File: config.mk
export PLATFORM = sky130hd
export DESIGN_NAME = mrs_func_handler
export DESIGN_NICKNAME = d
export VERILOG_FILES = /design/src/verilog/mrs_pkg.sv /design/src/verilog/mrs_frame_mem.sv /design/src/verilog/mrs_func_handler.sv
export SDC_FILE = /design/constraint.sdc
export NUM_CORES = 2
export LEC_CHECK = 0
export BUFFER_PORTS_ARGS = -buffer_cell sky130_fd_sc_hd__buf_2
export CAP_MARGIN = 10
export CELL_PAD_IN_SITES_DETAIL_PLACEMENT = 0
export CELL_PAD_IN_SITES_GLOBAL_PLACEMENT = 2
export CORE_MARGIN = 2
export CORE_UTILIZATION = 44
export CTS_BUF_LIST = sky130_fd_sc_hd__clkbuf_16
export DETAILED_ROUTE_END_ITERATION = 10
export PLACE_DENSITY_LB_ADDON = 0.1
export SETUP_SLACK_MARGIN = 0.02
export SYNTH_ARGS = -nofsm -noshare
export SYNTH_HDL_FRONTEND = slang
export SYNTH_SLANG_ARGS = --single-unit
File: constraint.sdc
create_clock -name core_clk -period 4.45 [get_ports core_clk]
set_clock_uncertainty 0.05 [all_clocks]
set_input_delay 0.89 -clock core_clk [delete_from_list [all_inputs] [get_ports core_clk]]
set_output_delay 0.89 -clock core_clk [all_outputs]
set_load 0.05 [all_outputs]
File: src/verilog/mrs_pkg.sv
// shared constants, types and the frame check function of the request handler
package mrs_pkg;

  localparam int CLK_NS = 20;
  // end-of-frame silence: 3.5 characters, 2 ms at 19200 baud
  localparam int SILENCE_NS = 2000000;
  localparam int SILENCE_CYCLES = SILENCE_NS / CLK_NS;
  localparam int SIL_W = 20;

  localparam int FRAME_MAX = 256;
  localparam int HDR_BYTES = 11;

  localparam logic [15:0] MAX_READ_REGS = 16'h007D;
  localparam logic [15:0] MAX_WRITE_REGS = 16'h007B;

  localparam logic [7:0] FC_READ = 8'h03;
  localparam logic [7:0] FC_WRITE1 = 8'h06;
  localparam logic [7:0] FC_WRITEN = 8'h10;
  localparam logic [7:0] FC_RDWR = 8'h17;
  localparam logic [7:0] EXC_FLAG = 8'h80;
  localparam logic [7:0] EXC_BAD_FUNC = 8'h01;
  localparam logic [7:0] EXC_BAD_VALUE = 8'h02;

  localparam logic [7:0] NODE_BCAST = 8'h00;
  localparam logic [7:0] NODE_MAX = 8'hF7;

  localparam logic [15:0] CRC_INIT = 16'hFFFF;
  localparam logic [15:0] CRC_POLY = 16'hA001;

  localparam logic [8:0] LEN_MIN = 9'h004;
  localparam logic [8:0] LEN_SHORT = 9'h008;
  localparam logic [8:0] LEN_WN_HDR = 9'h009;
  localparam logic [8:0] LEN_RW_HDR = 9'h00D;
  localparam logic [7:0] DATA_AT_WN = 8'h07;
  localparam logic [7:0] DATA_AT_RW = 8'h0B;
  localparam logic [8:0] BODY_EXC = 9'h003;
  localparam logic [8:0] BODY_ECHO = 9'h006;
  localparam logic [8:0] BODY_READ = 9'h003;

  typedef enum logic [3:0] {
    S_RX = 4'h0,
    S_CHECK = 4'h1,
    S_WR1 = 4'h2,
    S_WA = 4'h3,
    S_WB = 4'h4,
    S_WC = 4'h5,
    S_RESP = 4'h6,
    S_TX = 4'h7,
    S_FETCH = 4'h8,
    S_FWAIT = 4'h9
  } mrs_state_t;

  typedef enum logic [1:0] {
    K_EXC = 2'b00,
    K_ECHO = 2'b01,
    K_READ = 2'b10
  } mrs_kind_t;

  // first eleven request bytes, byte 0 in the top bits
  typedef struct packed {
    logic [7:0] node;
    logic [7:0] func;
    logic [15:0] start_a;
    logic [15:0] count_a;
    logic [15:0] start_b;
    logic [15:0] count_b;
    logic [7:0] wbytes;
  } mrs_req_t;

  typedef struct packed {
    logic wr_en;
    logic rd_en;
    logic [15:0] addr;
    logic [15:0] wdata;
  } mrs_reg_req_t;

  function automatic logic [15:0] crc_byte(input logic [15:0] crc, input logic [7:0] data);
    logic [15:0] c;
    c = crc ^ {8'h00, data};
    for (int i = 0; i < 8; i++) begin
      c = c[0] ? ((c >> 1) ^ CRC_POLY) : (c >> 1);
    end
    return c;
  endfunction : crc_byte

endpackage : mrs_pkg

File: src/verilog/mrs_frame_mem.sv
// request frame buffer, one write port and one registered read port
`timescale 1ns/1ps
`default_nettype none
module mrs_frame_mem (
  input wire logic core_clk,
  input wire logic ce,
  input wire logic we,
  input wire logic [7:0] waddr,
  input wire logic [7:0] wdata,
  input wire logic [7:0] raddr,
  output logic [7:0] rdata
);

  logic [7:0] mem [0:mrs_pkg::FRAME_MAX-1];

  // no reset: contents are only read after being written by the same frame
  always_ff @(posedge core_clk) begin
    if (ce) begin
      if (we) begin
        mem[waddr] <= wdata;
      end
      rdata <= mem[raddr];
    end
  end

endmodule : mrs_frame_mem
`default_nettype wire

File: src/verilog/mrs_func_handler.sv
// request decoder and response builder of the serial register slave
// What this block does
// - multi-byte fields travel most significant byte first
// - frame check value goes low byte first, high byte last
// - exception responses set bit 7 of the function code
// - accept function codes 3, 6, 16 and 23
// - byte 0 is target node; 1 to 247 unicast, 0 for everyone
// - read count above limit answers exception code 2
// - read response: node, function, byte count, data, check at 3+count
// - response byte 0 is always the own node address
// - write-single: write the register first, then echo the request
// - write-single carries and applies only 16 data bits
// - write-multiple response: node, function, start, count, check
// - write requests above limit are dropped without answer
// - read/write writes one array and reads another in one go
// - silence of 3.5 characters ends a frame; bad check drops it
// - broadcast requests execute but never answer
// - 8 data bits per character; always send two stop bits
`timescale 1ns/1ps
`default_nettype none
module mrs_func_handler #(
  parameter int SILENCE_CYCLES = mrs_pkg::SILENCE_CYCLES
) (
  input wire logic core_clk,
  input wire logic rst_n,
  input wire logic ce,
  input wire logic [7:0] own_addr,
  input wire logic rx_valid,
  input wire logic [7:0] rx_data,
  output logic tx_valid,
  output logic [7:0] tx_data,
  input wire logic tx_ready,
  output logic tx_two_stop,
  output var mrs_pkg::mrs_reg_req_t reg_req,
  input wire logic [15:0] reg_rd_data
);

  localparam int HB = mrs_pkg::HDR_BYTES;

  mrs_pkg::mrs_state_t state, next_state;
  mrs_pkg::mrs_kind_t kind, next_kind;
  mrs_pkg::mrs_req_t req;
  mrs_pkg::mrs_reg_req_t next_reg_req;

  logic [8:0] len, next_len;
  logic [mrs_pkg::SIL_W-1:0] sil, next_sil;
  logic ovf, next_ovf;
  logic [15:0] rx_crc, next_rx_crc;
  logic [8*HB-1:0] hdr, next_hdr;
  logic mem_we;
  logic [7:0] mem_raddr, mem_rdata;
  logic frame_end, rx_restart, frame_ok, rd_bad;

  logic [7:0] exc, next_exc, wptr, next_wptr, wcnt, next_wcnt, whi, next_whi;
  logic [15:0] waddr, next_waddr, rd_addr, next_rd_addr, word, next_word;
  logic [15:0] tx_crc, next_tx_crc;
  logic [8:0] idx, next_idx, nbody;
  logic have_word, next_have_word, wrote, next_wrote;
  logic next_tx_valid;
  logic [7:0] next_tx_data, body_byte, bcount;
  logic need_fetch, data_pos;

  assign req = mrs_pkg::mrs_req_t'(hdr);
  assign tx_two_stop = 1'b1;

  function automatic logic [7:0] hdr_at(input logic [8*HB-1:0] h, input logic [8:0] k);
    logic [7:0] b;
    b = 8'h00;
    for (int i = 0; i < HB; i++) begin
      if (k == 9'(i)) begin
        b = h[8*(HB-1-i) +: 8];
      end
    end
    return b;
  endfunction : hdr_at

  // count zero, over limit, or byte count and length disagreeing: drop silently
  function automatic logic wr_bad(input logic [15:0] cnt, input logic [7:0] nbytes,
                                  input logic [8:0] flen, input logic [8:0] base);
    return (cnt == 16'h0000) || (cnt > mrs_pkg::MAX_WRITE_REGS) ||
           (nbytes != {cnt[6:0], 1'b0}) || (flen != base + {1'b0, nbytes});
  endfunction : wr_bad

  mrs_frame_mem u_mem (
    .core_clk(core_clk),
    .ce(ce),
    .we(mem_we),
    .waddr(len[7:0]),
    .wdata(rx_data),
    .raddr(mem_raddr),
    .rdata(mem_rdata)
  );

  // ---- receive side
  assign frame_end = (state == mrs_pkg::S_RX) && !rx_valid && (len != 9'h000) &&
                     (sil == mrs_pkg::SIL_W'(SILENCE_CYCLES - 1));
  assign rx_restart = (state != mrs_pkg::S_RX) && (next_state == mrs_pkg::S_RX);

  always_comb begin
    next_len = len;
    next_sil = sil;
    next_ovf = ovf;
    next_rx_crc = rx_crc;
    next_hdr = hdr;
    mem_we = 1'b0;
    if (rx_restart) begin
      next_len = 9'h000;
      next_sil = '0;
      next_ovf = 1'b0;
      next_rx_crc = mrs_pkg::CRC_INIT;
    end else if (state == mrs_pkg::S_RX) begin
      if (rx_valid) begin
        next_sil = '0;
        if (len == 9'(mrs_pkg::FRAME_MAX)) begin
          next_ovf = 1'b1;
        end else begin
          mem_we = 1'b1;
          next_len = len + 9'h001;
          next_rx_crc = mrs_pkg::crc_byte(rx_crc, rx_data);
          for (int i = 0; i < HB; i++) begin
            if (len == 9'(i)) begin
              next_hdr[8*(HB-1-i) +: 8] = rx_data;
            end
          end
        end
      end else if ((len != 9'h000) && !frame_end) begin
        next_sil = sil + 1'b1;
      end
    end
  end

  always_ff @(posedge core_clk) begin
    if (!rst_n) begin
      len <= 9'h000;
      sil <= '0;
      ovf <= 1'b0;
      rx_crc <= mrs_pkg::CRC_INIT;
      hdr <= '0;
    end else if (ce) begin
      len <= next_len;
      sil <= next_sil;
      ovf <= next_ovf;
      rx_crc <= next_rx_crc;
      hdr <= next_hdr;
    end
  end

  // ---- decode, execute and answer
  // a residue of zero over the whole frame, check bytes included, means a good check
  assign frame_ok = (len >= mrs_pkg::LEN_MIN) && !ovf && (rx_crc == 16'h0000) &&
                    ((req.node == mrs_pkg::NODE_BCAST) || ((req.node == own_addr) &&
                     (own_addr != mrs_pkg::NODE_BCAST) && (own_addr <= mrs_pkg::NODE_MAX)));
  assign rd_bad = (req.count_a == 16'h0000) || (req.count_a > mrs_pkg::MAX_READ_REGS);
  assign bcount = {req.count_a[6:0], 1'b0};
  assign nbody = (kind == mrs_pkg::K_EXC) ? mrs_pkg::BODY_EXC :
                 (kind == mrs_pkg::K_ECHO) ? mrs_pkg::BODY_ECHO :
                 mrs_pkg::BODY_READ + {1'b0, bcount};
  assign data_pos = (kind == mrs_pkg::K_READ) && (idx >= mrs_pkg::BODY_READ) && (idx < nbody);
  assign need_fetch = data_pos && idx[0] && !have_word;

  always_comb begin
    if (idx == 9'h000) begin
      body_byte = own_addr;
    end else if (kind == mrs_pkg::K_EXC) begin
      body_byte = (idx == 9'h001) ? (req.func | mrs_pkg::EXC_FLAG) : exc;
    end else if (kind == mrs_pkg::K_ECHO) begin
      body_byte = hdr_at(hdr, idx);
    end else if (idx == 9'h001) begin
      body_byte = req.func;
    end else if (idx == 9'h002) begin
      body_byte = bcount;
    end else begin
      body_byte = idx[0] ? word[15:8] : word[7:0];
    end
  end

  always_comb begin
    next_state = state;
    next_kind = kind;
    next_exc = exc;
    next_wptr = wptr;
    next_wcnt = wcnt;
    next_whi = whi;
    next_waddr = waddr;
    next_rd_addr = rd_addr;
    next_word = word;
    next_tx_crc = tx_crc;
    next_idx = idx;
    next_have_word = have_word;
    next_wrote = wrote;
    next_tx_valid = tx_valid;
    next_tx_data = tx_data;
    next_reg_req = '0;
    mem_raddr = wptr;
    case (state)
      mrs_pkg::S_RX: begin
        next_wrote = 1'b0;
        if (frame_end) begin
          next_state = mrs_pkg::S_CHECK;
        end
      end
      mrs_pkg::S_CHECK: begin
        next_kind = mrs_pkg::K_EXC;
        next_exc = mrs_pkg::EXC_BAD_FUNC;
        next_state = mrs_pkg::S_RESP;
        next_rd_addr = req.start_a;
        next_wptr = mrs_pkg::DATA_AT_WN;
        next_wcnt = req.count_a[7:0];
        next_waddr = req.start_a;
        if (!frame_ok) begin
          next_state = mrs_pkg::S_RX;
        end else if (req.func == mrs_pkg::FC_READ) begin
          if (len != mrs_pkg::LEN_SHORT) begin
            next_state = mrs_pkg::S_RX;
          end else if (rd_bad) begin
            next_exc = mrs_pkg::EXC_BAD_VALUE;
          end else begin
            next_kind = mrs_pkg::K_READ;
          end
        end else if (req.func == mrs_pkg::FC_WRITE1) begin
          if (len != mrs_pkg::LEN_SHORT) begin
            next_state = mrs_pkg::S_RX;
          end else begin
            next_kind = mrs_pkg::K_ECHO;
            next_state = mrs_pkg::S_WR1;
          end
        end else if (req.func == mrs_pkg::FC_WRITEN) begin
          if (wr_bad(req.count_a, req.start_b[15:8], len, mrs_pkg::LEN_WN_HDR)) begin
            next_state = mrs_pkg::S_RX;
          end else begin
            next_kind = mrs_pkg::K_ECHO;
            next_state = mrs_pkg::S_WA;
          end
        end else if (req.func == mrs_pkg::FC_RDWR) begin
          if (wr_bad(req.count_b, req.wbytes, len, mrs_pkg::LEN_RW_HDR)) begin
            next_state = mrs_pkg::S_RX;
          end else if (rd_bad) begin
            next_exc = mrs_pkg::EXC_BAD_VALUE;
          end else begin
            next_kind = mrs_pkg::K_READ;
            next_state = mrs_pkg::S_WA;
            next_wptr = mrs_pkg::DATA_AT_RW;
            next_wcnt = req.count_b[7:0];
            next_waddr = req.start_b;
          end
        end
      end
      mrs_pkg::S_WR1: begin
        next_reg_req = '{wr_en: 1'b1, rd_en: 1'b0, addr: req.start_a,
                         wdata: req.count_a};
        next_wrote = 1'b1;
        next_state = mrs_pkg::S_RESP;
      end
      mrs_pkg::S_WA: begin
        next_state = mrs_pkg::S_WB;
      end
      mrs_pkg::S_WB: begin
        mem_raddr = wptr + 8'h01;
        next_whi = mem_rdata;
        next_state = mrs_pkg::S_WC;
      end
      mrs_pkg::S_WC: begin
        next_reg_req = '{wr_en: 1'b1, rd_en: 1'b0, addr: waddr, wdata: {whi, mem_rdata}};
        next_wrote = 1'b1;
        next_wptr = wptr + 8'h02;
        next_waddr = waddr + 16'h0001;
        next_wcnt = wcnt - 8'h01;
        next_state = (wcnt == 8'h01) ? mrs_pkg::S_RESP : mrs_pkg::S_WA;
      end
      mrs_pkg::S_RESP: begin
        next_idx = 9'h000;
        next_tx_crc = mrs_pkg::CRC_INIT;
        next_have_word = 1'b0;
        next_state = (req.node == mrs_pkg::NODE_BCAST) ? mrs_pkg::S_RX : mrs_pkg::S_TX;
      end
      mrs_pkg::S_TX: begin
        if (!tx_valid || tx_ready) begin
          next_tx_valid = 1'b0;
          if (idx == nbody + 9'h002) begin
            next_state = mrs_pkg::S_RX;
          end else if (need_fetch) begin
            next_reg_req = '{wr_en: 1'b0, rd_en: 1'b1, addr: rd_addr, wdata: 16'h0000};
            next_state = mrs_pkg::S_FETCH;
          end else begin
            next_tx_valid = 1'b1;
            next_idx = idx + 9'h001;
            if (idx < nbody) begin
              next_tx_data = body_byte;
              next_tx_crc = mrs_pkg::crc_byte(tx_crc, body_byte);
            end else begin
              next_tx_data = (idx == nbody) ? tx_crc[7:0] : tx_crc[15:8];
            end
            if (data_pos && !idx[0]) begin
              next_have_word = 1'b0;
            end
          end
        end
      end
      mrs_pkg::S_FETCH: begin
        next_state = mrs_pkg::S_FWAIT;
      end
      mrs_pkg::S_FWAIT: begin
        next_word = reg_rd_data;
        next_have_word = 1'b1;
        next_rd_addr = rd_addr + 16'h0001;
        next_state = mrs_pkg::S_TX;
      end
      default: begin
        next_state = mrs_pkg::S_RX;
      end
    endcase
  end

  always_ff @(posedge core_clk) begin
    if (!rst_n) begin
      state <= mrs_pkg::S_RX;
      kind <= mrs_pkg::K_EXC;
      exc <= 8'h00;
      wptr <= 8'h00;
      wcnt <= 8'h00;
      whi <= 8'h00;
      waddr <= 16'h0000;
      rd_addr <= 16'h0000;
      word <= 16'h0000;
      tx_crc <= mrs_pkg::CRC_INIT;
      idx <= 9'h000;
      have_word <= 1'b0;
      wrote <= 1'b0;
      tx_valid <= 1'b0;
      tx_data <= 8'h00;
      reg_req <= '0;
    end else if (ce) begin
      state <= next_state;
      kind <= next_kind;
      exc <= next_exc;
      wptr <= next_wptr;
      wcnt <= next_wcnt;
      whi <= next_whi;
      waddr <= next_waddr;
      rd_addr <= next_rd_addr;
      word <= next_word;
      tx_crc <= next_tx_crc;
      idx <= next_idx;
      have_word <= next_have_word;
      wrote <= next_wrote;
      tx_valid <= next_tx_valid;
      tx_data <= next_tx_data;
      reg_req <= next_reg_req;
    end
  end
endmodule : mrs_func_handler
`default_nettype wire

==> out/qor.txt <==
Chip Width -> 470 um
# fillers -> 17,700
Pre-antenna DRT Iters -> 5
R2R setup slack -> 90 ps
Hold Path Sink -> word[0]
I/O Pins -> 81
Max clock buf depth -> 3
Post-CTS Repair Setup Buffers -> 0
PwrDens -> 427 nW/um^2
CTS buffer count -> 240
FF-to-FF path depth -> 10
Via count -> 52,600
Die area -> 221,000 um^2
Post-synth net total -> 5,523
Largest net degree at the start of global routing -> 180
WS Path Type -> flip-flop to flip-flop
Async S/R FF share, synth -> 0%
Area grow syn2layout -> 15.1%
Final Hold Violating Endpoints -> 0
Slew Viols, Final -> 0
First-pass GRT wire length -> 385,000 um
Finished Cell Area -> 110,000 um^2
HP Start -> reg_rd_data[0]
Mapped Avg Cell Area -> 17.5 um^2
Share of the synthesized area in the top cell type -> 64.6%
Skew-Pair Late Insertion Delay -> 890 ps
Total GRT Usage -> 24.1%
Worst reg2reg startpoint -> state[3]
# DRC -> 0
Worst-path clk slew -> 60 ps
Pwr Total -> 46.9 mW
Root buf cell -> clkbuf_16
Finished Layout Cells -> 8,861
FF+latch count, synth -> 2,339
Synth cell types -> 86
EDFF count, synth -> 2,056
Warnings, synthesis -> 0
Clock tree from TritonCTS -> yes
Final worst path period need -> 4360 ps
Final setup violation count -> 0
Slew @ Worst Pin -> 1210 ps
Core ar. -> 217,000 um^2
Initial Utilization -> 44.2%
Num Clock Sinks -> 2,339
Final net count -> 5,874
Post-synthesis cell count -> 5,455
Drt wl/cell -> 30.3 um
1st-iter DRT viols -> 5,487
Max_slew headroom -> 19.6%
Port buffer count -> 79
Placed Cells -> 8,418
Largest cells by area after synthesis -> edfxtp_1 65%, mux4_2 16%, dfxtp_1 5.9%
Worst Path Arrival -> 4910 ps
H-tree Lvls -> 4
Hold Path Cell Cnt -> 3
Max Fclk -> 0.229 GHz
RSZ-0062 raised after global routing -> false
Cell Area, Synth -> 95,600 um^2
CP endpoint kind -> flip-flop
Worst VDD drop -> 0.535 mV
Vias in the first global route -> 52,400
RR Endpoint -> u_mem.rdata[7]
Rows -> 171
Detail Route Antenna Nets -> 0
Hold-fix buffers, CTS -> 0
Hpwl dp -> 172,000 um
Via/cell ratio -> 5.93
CP Max Fanout -> 14
Gpl congestion -> 0.874
GR Overflow Total -> 0
P_leak -> 35.8 nW
Layout cells sized above 1 -> 25.8%
Antenna violations before repair -> 14
Status -> finished, final reports clean
DRT Wirelength -> 268,000 um
CP Launch Type -> flip-flop
Prevailing post-synth register cell -> edfxtp_1
Final Cycle Share -> 97.9%
Chip height -> 470 um
DP Area -> 102,000 um^2
Largest area contributor in the netlist -> edfxtp_1
Crit path launch -> state[3]
Setup TNS -> 0 ps
Register area share after synthesis -> 70.5%
Max Cap Viol -> 0
Worst Path Required -> 5010 ps
Hold WC Path Type -> primary input to flip-flop
kinds of logic (layout without fill, tap and decap cells):
logic type	count (synthesis)	count (layout)	synth area share (%)
AO/OA/AOI/OAI	599	599	3.94
XOR/XNOR	120	120	1.16
adder cells (fa/ha/maj)	31	31	0.406
buffers and inverters	420	970	1.69
flip-flops	2339	2339	70.5
multiplexers	725	725	16.5
other	1	3	0.00392
AND/OR/NAND/NOR	1220	1220	5.82
worst max-delay path by stage:
stage | to | slack (ps) | depth (start not counted)
after floorplan | tx_crc[0] | 260 | 16
after global placement | u_mem.rdata[4] | -70 | 9
after detailed placement | u_mem.rdata[7] | -60 | 10
after CTS | sil[17] | 90 | 15
after global routing | len[3] | 20 | 16
final | u_mem.rdata[7] | 90 | 10
critical path, cell delays in order, from the launching register on:
cell and delay, ps:
dfxtp_1 330, nor4_4 320, buf_12 210, xnor2_4 260, buf_12 270, buf_4 220, buf_12 140, mux4_2 560
mux4_2 570, mux4_2 590, mux4_2 490
synth_stat cells, types with 6 or more instances:
cell and number:
ha_1 31, nand2_1 392, nor3b_1 17, nor2_1 426
a32oi_1 10, xor2_1 49, o32ai_1 6, o22ai_1 65
nand3b_1 16, o21ai_0 112, a21o_1 8, mux2i_1 39
mux4_2 680, buf_2 20, or4_1 10, buf_1 54
nand4_1 25, nor2b_1 33, mux2_2 6, a222oi_1 16
nand3_1 87, o31ai_1 8, xnor2_1 67, nand2b_1 26
o211ai_1 9, or3_1 19, a221oi_1 12, a22oi_1 36
a311oi_1 9, dfxtp_1 283, clkbuf_1 270, a211oi_1 12
o221ai_1 6, a31oi_1 17, and3_1 27, nor3_1 41
and2_1 43, a21oi_1 220, nor4_1 29, inv_1 66
edfxtp_1 2056
state kept, by name, indices dropped and copies added (netlist names), 9 cells and up:
signal,flops
hdr,88
idx,9
len,9
rd_addr,16
reg_req,34
rx_crc,16
sil,20
tx_crc,16
u_mem.mem,2048
waddr,16
word,16
power breakdown:
group          switching (mW)  internal (mW)  leakage (nW)
Combinational            1.75           1.42          11.1
Sequential             0.0505           23.9          20.8
Clock                    8.53           11.3          3.99
Total                    10.3           36.6          35.8
repair_timing:
action | 4_1_cts | 5_1_grt
endpoints found under the setup margin | 8 | 62
endpoints found under the hold margin | 0 | 0
pin swaps | 0 | 3
resized for setup | 1 | 13
layout by cell type (no fill, tap or decap), types with 45 or more instances in the layout:
cell type,n
edfxtp_1,2056
mux4_2,680
nor2_1,425
nand2_1,376
buf_4,303
dfxtp_1,281
clkbuf_16,242
a21oi_1,218
inv_1,115
o21ai_0,112
nand3_1,87
buf_12,74
buf_2,72
xnor2_1,65
o22ai_1,65
clkinv_2,55
clkinv_1,49
xor2_1,45
layer usage:
metal | GRT usage (%) | vias to the layer above | share of wire, %
li1 | - | 22600 | -
met1 | 34.7 | 27900 | 44
met2 | 38.9 | 1686 | 48
met3 | 3.61 | 336 | 5.7
met4 | 5.44 | 0 | 2.1
met5 | 0 | - | 0
through the flow:
step	util (%)	hold slack, ps	setup slack (ps)
2_1_floorplan	-	386	263
3_5_place_dp	47.2	399	-63.4
3_3_place_gp	47.2	393	-69.6
4_1_cts	50.8	125	86.4
6_report	50.8	203	92.0
5_1_grt	50.8	158	20.6
area by class of cell:
cell class,instances,area [um^2],area share (%)
diodes,2,5.00,0.00455
flip-flops and latches,2339,67400,61.3
well taps,2854,3570,3.25
multi-input cells,2696,26800,24.4
inverters,72,275,0.250
repair buffers,457,4240,3.85
clock inverters,199,1670,1.52
clock buffers,242,6060,5.50
No activity file was read; power rests on OpenSTA's default activity.
